## src/design/tmc_regs.vh

```
// register offsets, field positions, reset values and timing counts of the timer/counter
`ifndef TMC_REGS_VH
`define TMC_REGS_VH

// register offsets on the plain register port
`define TMC_ADDR_W 3
`define TMC_OFF_CONTROL 3'h0
`define TMC_OFF_COUNT_LOW 3'h1
`define TMC_OFF_COUNT_HIGH 3'h2
`define TMC_OFF_STATUS 3'h3
`define TMC_OFF_MASK 3'h4

// control register fields
`define TMC_CTL_RUN 0
`define TMC_CTL_SRC 1
`define TMC_CTL_SYNC_BYP 2
`define TMC_CTL_OSC_EN 3
`define TMC_CTL_PS_LO 4
`define TMC_CTL_PS_HI 5
`define TMC_CTL_WMASK 8'h3f

// status and mask fields
`define TMC_STAT_OVF 0
`define TMC_STAT_WMASK 8'h01

// reset values
`define TMC_CONTROL_RST 8'h00
`define TMC_COUNT_RST 16'h0000
`define TMC_STATUS_RST 8'h00
`define TMC_MASK_RST 8'h00

// the instruction cycle is four core clocks
`define TMC_INSTR_DIV 2'h3

`endif

```

## src/design/tmc_timer.v

```verilog
// sixteen-bit timer/counter with control, count, status and mask registers
//
// Overview of operation
// RQ1: oscillator enable high runs the timer oscillator; low switches its inverter off.
// RQ2: external source: sync bypass 1 counts raw edges, 0 synchronises them first.
// RQ3: internal source selected: sync bypass ignored, count instruction clock.
// RQ4: source select 1 counts external rising edges; 0 counts instruction cycles.
// RQ5: run bit 1 enables counting; 0 halts and holds the count.
// RQ6: asynchronous mode increments straight from external edges, no instruction phasing.
// RQ7: asynchronous mode keeps counting in sleep; enabled overflow wakes the processor.
// RQ8: asynchronous mode count is not offered as capture/compare time base.
// RQ9: byte reads while counting asynchronously always return a valid value.
// RQ10: software reads high, low, high again and retries on a mismatch.
// RQ11: software should stop the counter before writing the count bytes.
// RQ12: count wraps all ones to zero and sets overflow; enable gates interrupt.
// RQ13: prescale select 11 divides by 8, 10 by 4, 01 by 2, 00 by 1.
// RQ14: timer mode advances once per instruction cycle; counter mode per rising edge.
// RQ15: oscillator enabled forces both pins to inputs and their port bits read zero.
// RQ16: prescaler output is the single count enable; low carries into high.
`timescale 1ns/1ns
`default_nettype none
`include "tmc_regs.vh"
module tmc_timer (
  input wire core_clk,
  input wire rstn,
  input wire [`TMC_ADDR_W-1:0] reg_addr,
  input wire [7:0] reg_wdata,
  input wire reg_wr,
  input wire reg_rd,
  output reg [7:0] reg_rdata,
  input wire external_count_clock_pin,
  input wire sleep_mode,
  input wire [1:0] osc_pin_dir_out,
  input wire [1:0] osc_pin_level,
  output reg [1:0] osc_pin_oe,
  output reg [1:0] osc_pin_read,
  output reg osc_run,
  output reg timebase_valid,
  output reg [15:0] timebase_count,
  output reg irq,
  output reg wake_req
);

  ////////////////////////////////////////////////////////////////////////
  // reset release

  reg rst_meta_n;
  reg rst_n;

  // asynchronous assert, release through two flops
  always @(posedge core_clk or negedge rstn) begin
    if (!rstn) begin
      rst_meta_n <= 1'b0;
      rst_n <= 1'b0;
    end else begin
      rst_meta_n <= 1'b1;
      rst_n <= rst_meta_n;
    end
  end

  ////////////////////////////////////////////////////////////////////////
  // registers and decode

  reg [7:0] timer_one_control;
  reg [15:0] count;
  reg [7:0] status;
  reg [7:0] mask;
  reg [1:0] instr_phase;

  wire run_control_bit;
  wire clock_source_select;
  wire sync_bypass_bit;
  wire osc_enable_bit;
  wire [1:0] prescale_select;
  wire async_mode;
  wire wr_ctl;
  wire wr_low;
  wire wr_high;
  wire rd_status;

  assign run_control_bit = timer_one_control[`TMC_CTL_RUN];
  assign clock_source_select = timer_one_control[`TMC_CTL_SRC];
  assign sync_bypass_bit = timer_one_control[`TMC_CTL_SYNC_BYP];
  assign osc_enable_bit = timer_one_control[`TMC_CTL_OSC_EN];
  assign prescale_select = timer_one_control[`TMC_CTL_PS_HI:`TMC_CTL_PS_LO];

  // bypass only counts when the external source is chosen
  assign async_mode = clock_source_select & sync_bypass_bit; // see RQ3

  assign wr_ctl = reg_wr & (reg_addr == `TMC_OFF_CONTROL);
  assign wr_low = reg_wr & (reg_addr == `TMC_OFF_COUNT_LOW);
  assign wr_high = reg_wr & (reg_addr == `TMC_OFF_COUNT_HIGH);
  assign rd_status = reg_rd & (reg_addr == `TMC_OFF_STATUS);

  ////////////////////////////////////////////////////////////////////////
  // tick sources

  wire ext_rise;
  wire int_tick;
  wire src_tick;
  wire count_en;
  wire count_allowed;

  // external edges, synchronised or raw as the bypass bit asks
  tmc_edge_sync u_edge (
    .core_clk(core_clk),
    .rst_n(rst_n),
    .din(external_count_clock_pin),
    .bypass(async_mode), // see RQ2
    .rise(ext_rise)
  );

  // instruction cycle strobe, one core clock in four
  always @(posedge core_clk or negedge rst_n) begin
    if (!rst_n) begin
      instr_phase <= 2'h0;
    end else begin
      instr_phase <= instr_phase + 2'h1;
    end
  end

  assign int_tick = (instr_phase == `TMC_INSTR_DIV);

  // raw external edges skip the instruction phase entirely in async mode
  assign src_tick = clock_source_select ? ext_rise : int_tick; // see RQ4 see RQ14 see RQ6

  // sleep stops the instruction clock, so only async counting survives it
  assign count_allowed = run_control_bit & (~sleep_mode | async_mode); // see RQ5 see RQ7

  // prescaler output is the one and only increment enable
  tmc_prescale u_prescale (
    .core_clk(core_clk),
    .rst_n(rst_n),
    .ratio_sel(prescale_select), // see RQ13
    .tick(src_tick & count_allowed),
    .clear(wr_low | wr_high),
    .count_en(count_en)
  );

  ////////////////////////////////////////////////////////////////////////
  // control and mask registers

  // unimplemented control bits stay zero
  always @(posedge core_clk or negedge rst_n) begin
    if (!rst_n) begin
      timer_one_control <= `TMC_CONTROL_RST;
      mask <= `TMC_MASK_RST;
    end else begin
      if (wr_ctl) begin
        timer_one_control <= reg_wdata & `TMC_CTL_WMASK;
      end
      if (reg_wr & (reg_addr == `TMC_OFF_MASK)) begin
        mask <= reg_wdata & `TMC_STAT_WMASK;
      end
    end
  end

  ////////////////////////////////////////////////////////////////////////
  // counter

  wire [15:0] count_inc;
  wire wrap;

  // one sixteen-bit add: low byte carry reaches the high byte in the same event
  assign count_inc = count + 16'h0001; // see RQ16
  assign wrap = count_en & (count == 16'hffff); // see RQ12

  // a byte write wins over a same-cycle increment; the other byte holds,
  // which is why software should stop the counter before writing
  always @(posedge core_clk or negedge rst_n) begin
    if (!rst_n) begin
      count <= `TMC_COUNT_RST;
    end else if (wr_low | wr_high) begin
      if (wr_low) begin
        count[7:0] <= reg_wdata; // see RQ11
      end
      if (wr_high) begin
        count[15:8] <= reg_wdata;
      end
    end else if (count_en) begin
      count <= count_inc; // see RQ12
    end
  end

  ////////////////////////////////////////////////////////////////////////
  // status and interrupt

  reg [7:0] next_status;

  // sticky overflow; a wrap in the same cycle as the clearing read wins
  always @* begin
    next_status = status;
    if (rd_status) begin
      next_status = `TMC_STATUS_RST;
    end
    if (wrap) begin
      next_status[`TMC_STAT_OVF] = 1'b1; // see RQ12
    end
  end

  always @(posedge core_clk or negedge rst_n) begin
    if (!rst_n) begin
      status <= `TMC_STATUS_RST;
      irq <= 1'b0;
      wake_req <= 1'b0;
    end else begin
      status <= next_status;
      irq <= |(next_status & mask); // see RQ12
      // only an async-mode overflow can occur while asleep
      wake_req <= sleep_mode & (|(next_status & mask)); // see RQ7
    end
  end

  ////////////////////////////////////////////////////////////////////////
  // read port

  // the counter lives in the core clock domain, so any byte read is coherent
  always @(posedge core_clk or negedge rst_n) begin
    if (!rst_n) begin
      reg_rdata <= 8'h00;
    end else if (reg_rd) begin
      case (reg_addr)
        `TMC_OFF_CONTROL: reg_rdata <= timer_one_control;
        `TMC_OFF_COUNT_LOW: reg_rdata <= count[7:0]; // see RQ9
        `TMC_OFF_COUNT_HIGH: reg_rdata <= count[15:8]; // see RQ9
        `TMC_OFF_STATUS: reg_rdata <= status;
        `TMC_OFF_MASK: reg_rdata <= mask;
        default: reg_rdata <= 8'h00;
      endcase
    end else begin
      reg_rdata <= 8'h00;
    end
  end

  ////////////////////////////////////////////////////////////////////////
  // oscillator, pins and capture time base

  // oscillator overrides pin direction and masks the port read
  always @(posedge core_clk or negedge rst_n) begin
    if (!rst_n) begin
      osc_run <= 1'b0;
      osc_pin_oe <= 2'h0;
      osc_pin_read <= 2'h0;
      timebase_valid <= 1'b0;
      timebase_count <= 16'h0000;
    end else begin
      osc_run <= osc_enable_bit; // see RQ1
      osc_pin_oe <= osc_enable_bit ? 2'h0 : osc_pin_dir_out; // see RQ15
      osc_pin_read <= osc_enable_bit ? 2'h0 : osc_pin_level; // see RQ15
      // capture and compare must not use an async count
      timebase_valid <= ~async_mode; // see RQ8
      timebase_count <= async_mode ? 16'h0000 : count; // see RQ8
    end
  end

endmodule
`default_nettype wire

```

## src/design/tmc_prescale.v

```verilog
// input clock prescaler giving one count enable per 1, 2, 4 or 8 input ticks
`timescale 1ns/1ns
`default_nettype none
module tmc_prescale (
  input wire core_clk,
  input wire rst_n,
  input wire [1:0] ratio_sel,
  input wire tick,
  input wire clear,
  output wire count_en
);
  reg [2:0] div_cnt;
  reg [2:0] terminal;

  // terminal count from the select field, 00 gives divide by one
  always @* begin
    case (ratio_sel)
      2'h0: terminal = 3'h0;
      2'h1: terminal = 3'h1;
      2'h2: terminal = 3'h3;
      2'h3: terminal = 3'h7;
      default: terminal = 3'h0;
    endcase
  end

  assign count_en = tick & (div_cnt == terminal);

  // a counter write clears the prescaler so the new value runs a full period
  always @(posedge core_clk or negedge rst_n) begin
    if (!rst_n) begin
      div_cnt <= 3'h0;
    end else if (clear) begin
      div_cnt <= 3'h0;
    end else if (tick) begin
      if (div_cnt == terminal) begin
        div_cnt <= 3'h0;
      end else begin
        div_cnt <= div_cnt + 3'h1;
      end
    end
  end
endmodule
`default_nettype wire

```

## src/design/tmc_edge_sync.v

```verilog
// rising edge detector for the external count input, synchronised or bypassed
`timescale 1ns/1ns
`default_nettype none
module tmc_edge_sync (
  input wire core_clk,
  input wire rst_n,
  input wire din,
  input wire bypass,
  output wire rise
);
  reg sync_a;
  reg sync_b;
  reg sync_last;
  reg raw_last;

  // two-stage synchroniser plus history flops; sync_a feeds only sync_b
  always @(posedge core_clk or negedge rst_n) begin
    if (!rst_n) begin
      sync_a <= 1'b0;
      sync_b <= 1'b0;
      sync_last <= 1'b0;
      raw_last <= 1'b0;
    end else begin
      sync_a <= din;
      sync_b <= sync_a;
      sync_last <= sync_b;
      raw_last <= din;
    end
  end

  // bypass trades metastability margin for two cycles less latency
  assign rise = bypass ? (din & ~raw_last) : (sync_b & ~sync_last);
endmodule
`default_nettype wire

```

## config.mk

```make
export PLATFORM = sky130hd
export DESIGN_NAME = tmc_timer
export DESIGN_NICKNAME = d
export VERILOG_FILES = /design/src/design/tmc_timer.v /design/src/design/tmc_prescale.v /design/src/design/tmc_edge_sync.v
export VERILOG_INCLUDE_DIRS = /design/src /design/src/design
export SDC_FILE = /design/constraint.sdc
export NUM_CORES = 1
export LEC_CHECK = 0
export BUFFER_PORTS_ARGS = -buffer_cell sky130_fd_sc_hd__buf_2
export CORE_AREA = 5 5 65 96
export DETAILED_ROUTE_END_ITERATION = 8
export DIE_AREA = 0 0 70 101
export GPL_TIMING_DRIVEN = 0
export MAX_ROUTING_LAYER = met4
export PLACE_DENSITY = 0.82
export SYNTH_ARGS = -nofsm -noshare
export SYNTH_HDL_FRONTEND = slang
export SYNTH_HIERARCHICAL = 1
export SYNTH_SLANG_ARGS = --single-unit
```

## constraint.sdc

```tcl
create_clock -name core_clk -period 6.2 [get_ports core_clk]
set_clock_uncertainty 0.1 [all_clocks]
set_input_delay 0.62 -clock core_clk [delete_from_list [all_inputs] [get_ports core_clk]]
set_output_delay 0.62 -clock core_clk [all_outputs]
set_load 0.005 [all_outputs]
```

==> results of run 1 <==
[per-layer routing]
metal	GRT usage	vias to the layer above
li1	-	1157
met5	-	-
met1	0.272	1189
met2	0.387	117
met4	0.127	0
met3	0.0439	26
[cells in the final DEF (no fill, tap or decap), types with 4 or more instances in the layout]
cell type  netlist  routed
a211oi_1         7       7
a21oi_1          7       7
a22oi_1          6       6
a2bb2oi_1       13      13
and2_1          15      15
and3_1           4       4
buf_2            5      56
clkbuf_1         9      10
clkbuf_8         0      11
dfrtp_1         66      65
inv_1            9       9
mux2_2           8       8
mux2i_1          7       7
nand2_1         13      13
nand2b_1         6       6
nand3_1          9       9
nand4_1          7       7
nor2_1          19      19
nor2b_1          7       7
o211ai_1         4       4
o21ai_0          8       8
o22ai_1          8       8
[layout make-up]
| class | count | area [sq um] |
|---|---|---|
| clock buffer | 12 | 155 |
| clock inverter | 4 | 50.0 |
| tap | 70 | 87.6 |
| fill | 427 | 1720 |
| multi-input combinational | 192 | 1310 |
| inverter | 9 | 33.8 |
| timing repair buffer | 53 | 285 |
| buffer | 17 | 70.1 |
| sequential | 66 | 1650 |
[cell families (layout without fill, tap and decap cells)]
logic type / Yosys count / count (layout) / share of synthesized area
other: 1 / 1 / 0.00122
xor gates and xnor gates: 2 / 2 / 0.00816
DFF: 66 / 66 / 0.538
buffers and inverters: 26 / 95 / 0.0338
and+or+nand+nor: 95 / 95 / 0.170
muxes: 16 / 16 / 0.0559
adders and majority gates: 3 / 3 / 0.0122
AOI/OAI and AO/OA: 75 / 75 / 0.181
[Yosys cell counts (3+ instances only)]
library cell / n
clkbuf_1: 9
nand4_1: 7
mux2i_1: 7
a211oi_1: 7
buf_1: 3
a2bb2oi_1: 13
and2_1: 15
buf_2: 5
nor2_1: 19
a22oi_1: 6
o31ai_1: 3
inv_1: 9
nand3_1: 9
and4_1: 3
a21oi_1: 7
o22ai_1: 8
dfrtp_1: 66
ha_1: 3
and3_1: 4
o21ai_0: 8
nand2b_1: 6
o21a_1: 3
o21ai_1: 3
mux2_2: 8
nand2_1: 13
o211ai_1: 4
nor2b_1: 7
[per-stage QoR]
step | hold WS, ps | cells | utilization | total power, mW
2_1_floorplan | 224 | 284 | - | 0.761
3_3_place_gp | 236 | 405 | 0.636 | 0.864
3_5_place_dp | 154 | 406 | 0.640 | 0.879
4_1_cts | 157 | 423 | 0.680 | 1.24
5_1_grt | 190 | 423 | 0.680 | 1.31
6_report | 141 | 423 | 0.680 | 1.24
[power by group]
part           leakage [nW]  total [mW]  switching, mW  internal [mW]
logic                 0.757       0.269          0.137          0.132
clock network        0.0986       0.368          0.161          0.207
registers             0.826       0.603         0.0832          0.520
total                  1.68        1.24          0.381          0.859
[worst max-delay path by stage]
stage,from,to,slack [ps]
after floorplan,timer_one_control[1],count[15],3670
after global placement,timer_one_control[1],count[15],2900
after detailed placement,timer_one_control[1],count[15],2850
after CTS,timer_one_control[1],count[15],2820
after global routing,timer_one_control[1],count[15],2550
final,timer_one_control[1],count[15],2830
[flip-flops by register name, summed over array words and instances (netlist names)]
signal / count
osc_pin_read: 2
osc_pin_oe: 2
u_edge/sync_last: 1
timebase_valid: 1
irq: 1
rst_n: 1
count: 16
timer_one_control: 6
rst_meta_n: 1
instr_phase: 2
u_edge/raw_last: 1
u_edge/sync_b: 1
reg_rdata: 8
wake_req: 1
mask: 1
osc_run: 1
timebase_count: 16
u_prescale/div_cnt: 3
status: 1
==> impl_metrics.ini, run 1 <==
[synthesis]
synth_edf_count = 0
syn_area_per_cell_sq_um = 10.8
synthArstFlopShare = 1.00
syn-num-nets = 308
ys_ff_latch = 66
seq_area_frac_synth = 0.538
yosysWarnings = 6
synth_area_leader_cell = dfrtp_1
synthCells = 284
ys_top_cells_by_area = dfrtp_1, a2bb2oi_1, and2_1
ys.flop_type = dfrtp_1
synth_cell_types = 50
synth_top_area_frac = 0.538
synth_area_sq_um = 3070

[sta]
max_freq_mhz = 297
rsz0062_at_grt = no
setup-tns-final_ps = 0
maxSlewViolCount = 0
worst_pin_slew_ps = 1160
relSlewSlack = 0.217
hold_viol = 0
finalCriticalPeriod_ps = 3370
fin_ws_ps = 2830
setup_viol = 0
post-route-period-util = 0.544

[floorplan]
io_pins = 53
fp.dieH_microns = 101
core-area_sq_um = 5370
initial_core_util = 0.572
dieWidth_microns = 70
fp-row-count = 33
die-area_sq_um = 7070

[detailed_routing]
vias_per_cell = 5.88
first_pass_iters = 5
wl_met2_microns = 3760
route.detailed.drc = 0
routedWlPerCell_microns = 17.6
top_layer_used = met4
vias = 2489
postRouteAntennaNets = 0
drtIter0Drc = 196
wl_met1_microns = 2950
wl_microns = 7470
wl_met3_microns = 463

[worst_setup_path]
cp_num_cells = 11
crit_buf_inv = 3
rr_worst_depth = 11
cp_cell_sequence = nand2_1, inv_1, o32ai_2, a31oi_1, nor2b_1, o21a_1, inv_1, o21a_1, buf_1, nor2_1, a221oi_1
crit_required_ps = 6280
cpLargestDelayFamily = simple AND/OR/NAND/NOR gates
critPathArrivalTime_ps = 3460
rr_startpoint = timer_one_control[1]
critPathKind = reg2reg
cpPeakStageDelay_ps = 520
worstSetupStartpointType = flip-flop
rrSetupSlack_ps = 2830
reg2reg_to = count[15]
path_max_fanout = 9
worstSetupEndpointType = flip-flop
slowest_stage = nor2_1

[cts]
cts_buffers = 9
post_cts_buffers = 0
insertion_delay_ps = 350
cts_tree = yes
ctsResizeCount = 0
clock_tree.root_cell = clkbuf_8
hold_buffers = 1
cts_max_path_buffers = 2
cts_max_level = 3
path_clk_slew_ps = 70
cts.sinks = 66

[global_route]
antenna_found_initial = 0
grt_max_degree = 43
grt_overflow = 0
track_usage = 0.235
grt_pass1_vias = 2515
grt_pass1_wl_microns = 12400

[flow_run]
maxCapViolations = 0

[layout]
area_growth_pct = 18.9
nNetsFinal = 372
diodes = 0
fin_area_sq_um = 3650
layout-drive-gt1-share = 0.249

[min_path]
holdCritPathClass = reg2async

[placement]
dpl.hpwl_microns = 5380
portBuffers = 51
postPlaceCellArea_sq_um = 3430
gp_congestion = 0.937
place_ws_ps = 2850

[power]
powerDensity_nw_per_um2 = 340
leakagePower_nw = 1.68
ir_drop_mv = 0.176

[run_status]
status = completed
No activity file was read; power rests on OpenSTA's default activity.
==> run 2, diff against run 1 <==
Settings changed: CORE_AREA 5 5 65 96 to 5 5 70 104, DIE_AREA 0 0 70 101 to 0 0 75 109, PLACE_DENSITY 0.82 to 0.74.
Clock period 6.2 ns to 3 ns, I/O delays scaled along.
==> run 2 against run 1 <==
Compared with the run above: worst setup slack worse by 2700 ps; sequential power is 110% higher; register-to-register slack worse by 2700 ps; critical path depth is 2 lower; sequential cell count stayed put; worst hold slack worse by 59 ps; critical path type unchanged; largest power group unchanged.
==> impl_metrics.ini, run 2 (same netlist as run 1, synthesis figures left out) <==
[placement]
place_ws_ps = -343
portBuffers = 51
dpl.hpwl_microns = 5500
gp_congestion = 0.920
place_inst = 412

[worst_setup_path]
path_max_fanout = 9
worstSetupStartpointType = flip-flop
rr_startpoint = timer_one_control[1]
cpPeakStageDelay_ps = 440
critPathKind = reg2reg
crit_required_ps = 3130
reg2reg_to = count[1]
slowest_stage = dfrtp_1
critPathArrivalTime_ps = 2960
rr_worst_depth = 9
rrSetupSlack_ps = 170
cp_cell_sequence = nand2_2, inv_1, o32ai_2, a31oi_1, nor2b_2, o21a_1, o21ai_1, nand2_1, mux2_2
worstSetupEndpointType = flip-flop

[sta]
maxSlewViolCount = 0
relSlewSlack = 0.381
worst_pin_slew_ps = 922
setup_viol = 0
post-route-period-util = 0.942
finalCriticalPeriod_ps = 2830
hold_viol = 0
fin_ws_ps = 175
setup-tns-final_ps = 0
max_freq_mhz = 354
rsz0062_at_grt = no

[min_path]
min_delay_worst_endpoint = osc_pin_oe[1]
whs_path_depth = 2
holdCritPathClass = in2reg
worstHoldStart = osc_pin_dir_out[1]

[flow_run]
maxCapViolations = 0

[global_route]
track_usage = 0.213
grt_pass1_vias = 2536
grt_pass1_wl_microns = 12600
antenna_found_initial = 0
grt_overflow = 0
grt_max_degree = 41

[detailed_routing]
postRouteAntennaNets = 0
vias = 2520
vias_per_cell = 5.86
first_pass_iters = 5
route.detailed.drc = 0
drtIter0Drc = 176
routedWlPerCell_microns = 18.0
wl_microns = 7730

[cts]
cts_max_path_buffers = 2
cts_tree = yes
cts_max_level = 3
clock_tree.root_cell = clkbuf_8
cts_buffers = 9
path_clk_slew_ps = 70
insertion_delay_ps = 350
cts.sinks = 66

[floorplan]
die-area_sq_um = 8180
initial_core_util = 0.483
io_pins = 53
fp.dieH_microns = 109
fp-row-count = 36
dieWidth_microns = 75
core-area_sq_um = 6350

[layout]
final_cells = 430
layout-drive-gt1-share = 0.257
final_cell_mix = dfrtp_1, buf_2, nor2_1, and2_1, a2bb2oi_1
diodes = 0
final_common_cell = dfrtp_1
area_growth_pct = 19.4
largestRegisters = count x16, timebase_count x16, reg_rdata x8
nNetsFinal = 373

[power]
leakagePower_nw = 1.68
power.total_mw = 2.50
powerDensity_nw_per_um2 = 682
ir_drop_mv = 0.364

[run_status]
status = completed
-- run 2: per-stage QoR --
stage           util  hold WS [ps]  cell area (sq um)
3_5_place_dp   0.542         -3.66               3440
2_1_floorplan      -         -95.6               3070
4_1_cts        0.576          75.6               3660
3_3_place_gp   0.538         -14.0               3420
6_report       0.577          82.4               3660
5_1_grt        0.577          99.5               3660
-- run 2: timing repair --
item / in CTS / in global routing
hold endpoints to repair: 3 / 0
setup endpoints to repair: 9 / 9
resized for setup: 5 / 0
hold buffers: 2 / 0
buffers inserted: 0 / 1
-- run 2: how the worst max path moves through the flow --
stage,start,cells past startpoint,end,slack [ps]
6_report,timer_one_control[1],9,count[1],170
5_1_grt,timer_one_control[1],9,count[1],80
3_3_place_gp,timer_one_control[1],11,count[15],-280
2_1_floorplan,timer_one_control[1],11,count[15],470
3_5_place_dp,timer_one_control[1],11,count[15],-340
4_1_cts,timer_one_control[1],11,count[15],70
-- run 2: power by group --
part | internal, mW | leakage (nW) | switching [mW]
registers | 1.08 | 0.826 | 0.170
logic | 0.275 | 0.767 | 0.288
clock network | 0.369 | 0.0900 | 0.323
total | 1.72 | 1.68 | 0.781
-- run 2: final cells by class --
| type | count | area, sq um |
|---|---|---|
| fillers | 572 | 2690 |
| flip-flops and latches | 66 | 1650 |
| clock inverters | 1 | 7.51 |
| inverters | 9 | 33.8 |
| plain buffers | 16 | 66.3 |
| well taps | 76 | 95.1 |
| clock buffers | 15 | 176 |
| multi-input cells | 192 | 1330 |
| repair buffers | 55 | 303 |
-- run 2: worst max-delay path, delay by kind of cell, from the launching register on --
family / cells / cell delay [ps]
DFF: 1 / 440
and+or+nand+nor: 3 / 690
AOI/OAI and AO/OA: 4 / 950
muxes: 1 / 370
buffers and inverters: 1 / 160
-- run 2: layer usage --
layer / part of all wire / vias up / global-route usage
li1: - / 1164 / -
met5: 0 / - / -
met4: 0.030 / 0 / 0.117
met1: 0.39 / 1230 / 0.259
met3: 0.072 / 20 / 0.0424
met2: 0.51 / 106 / 0.328
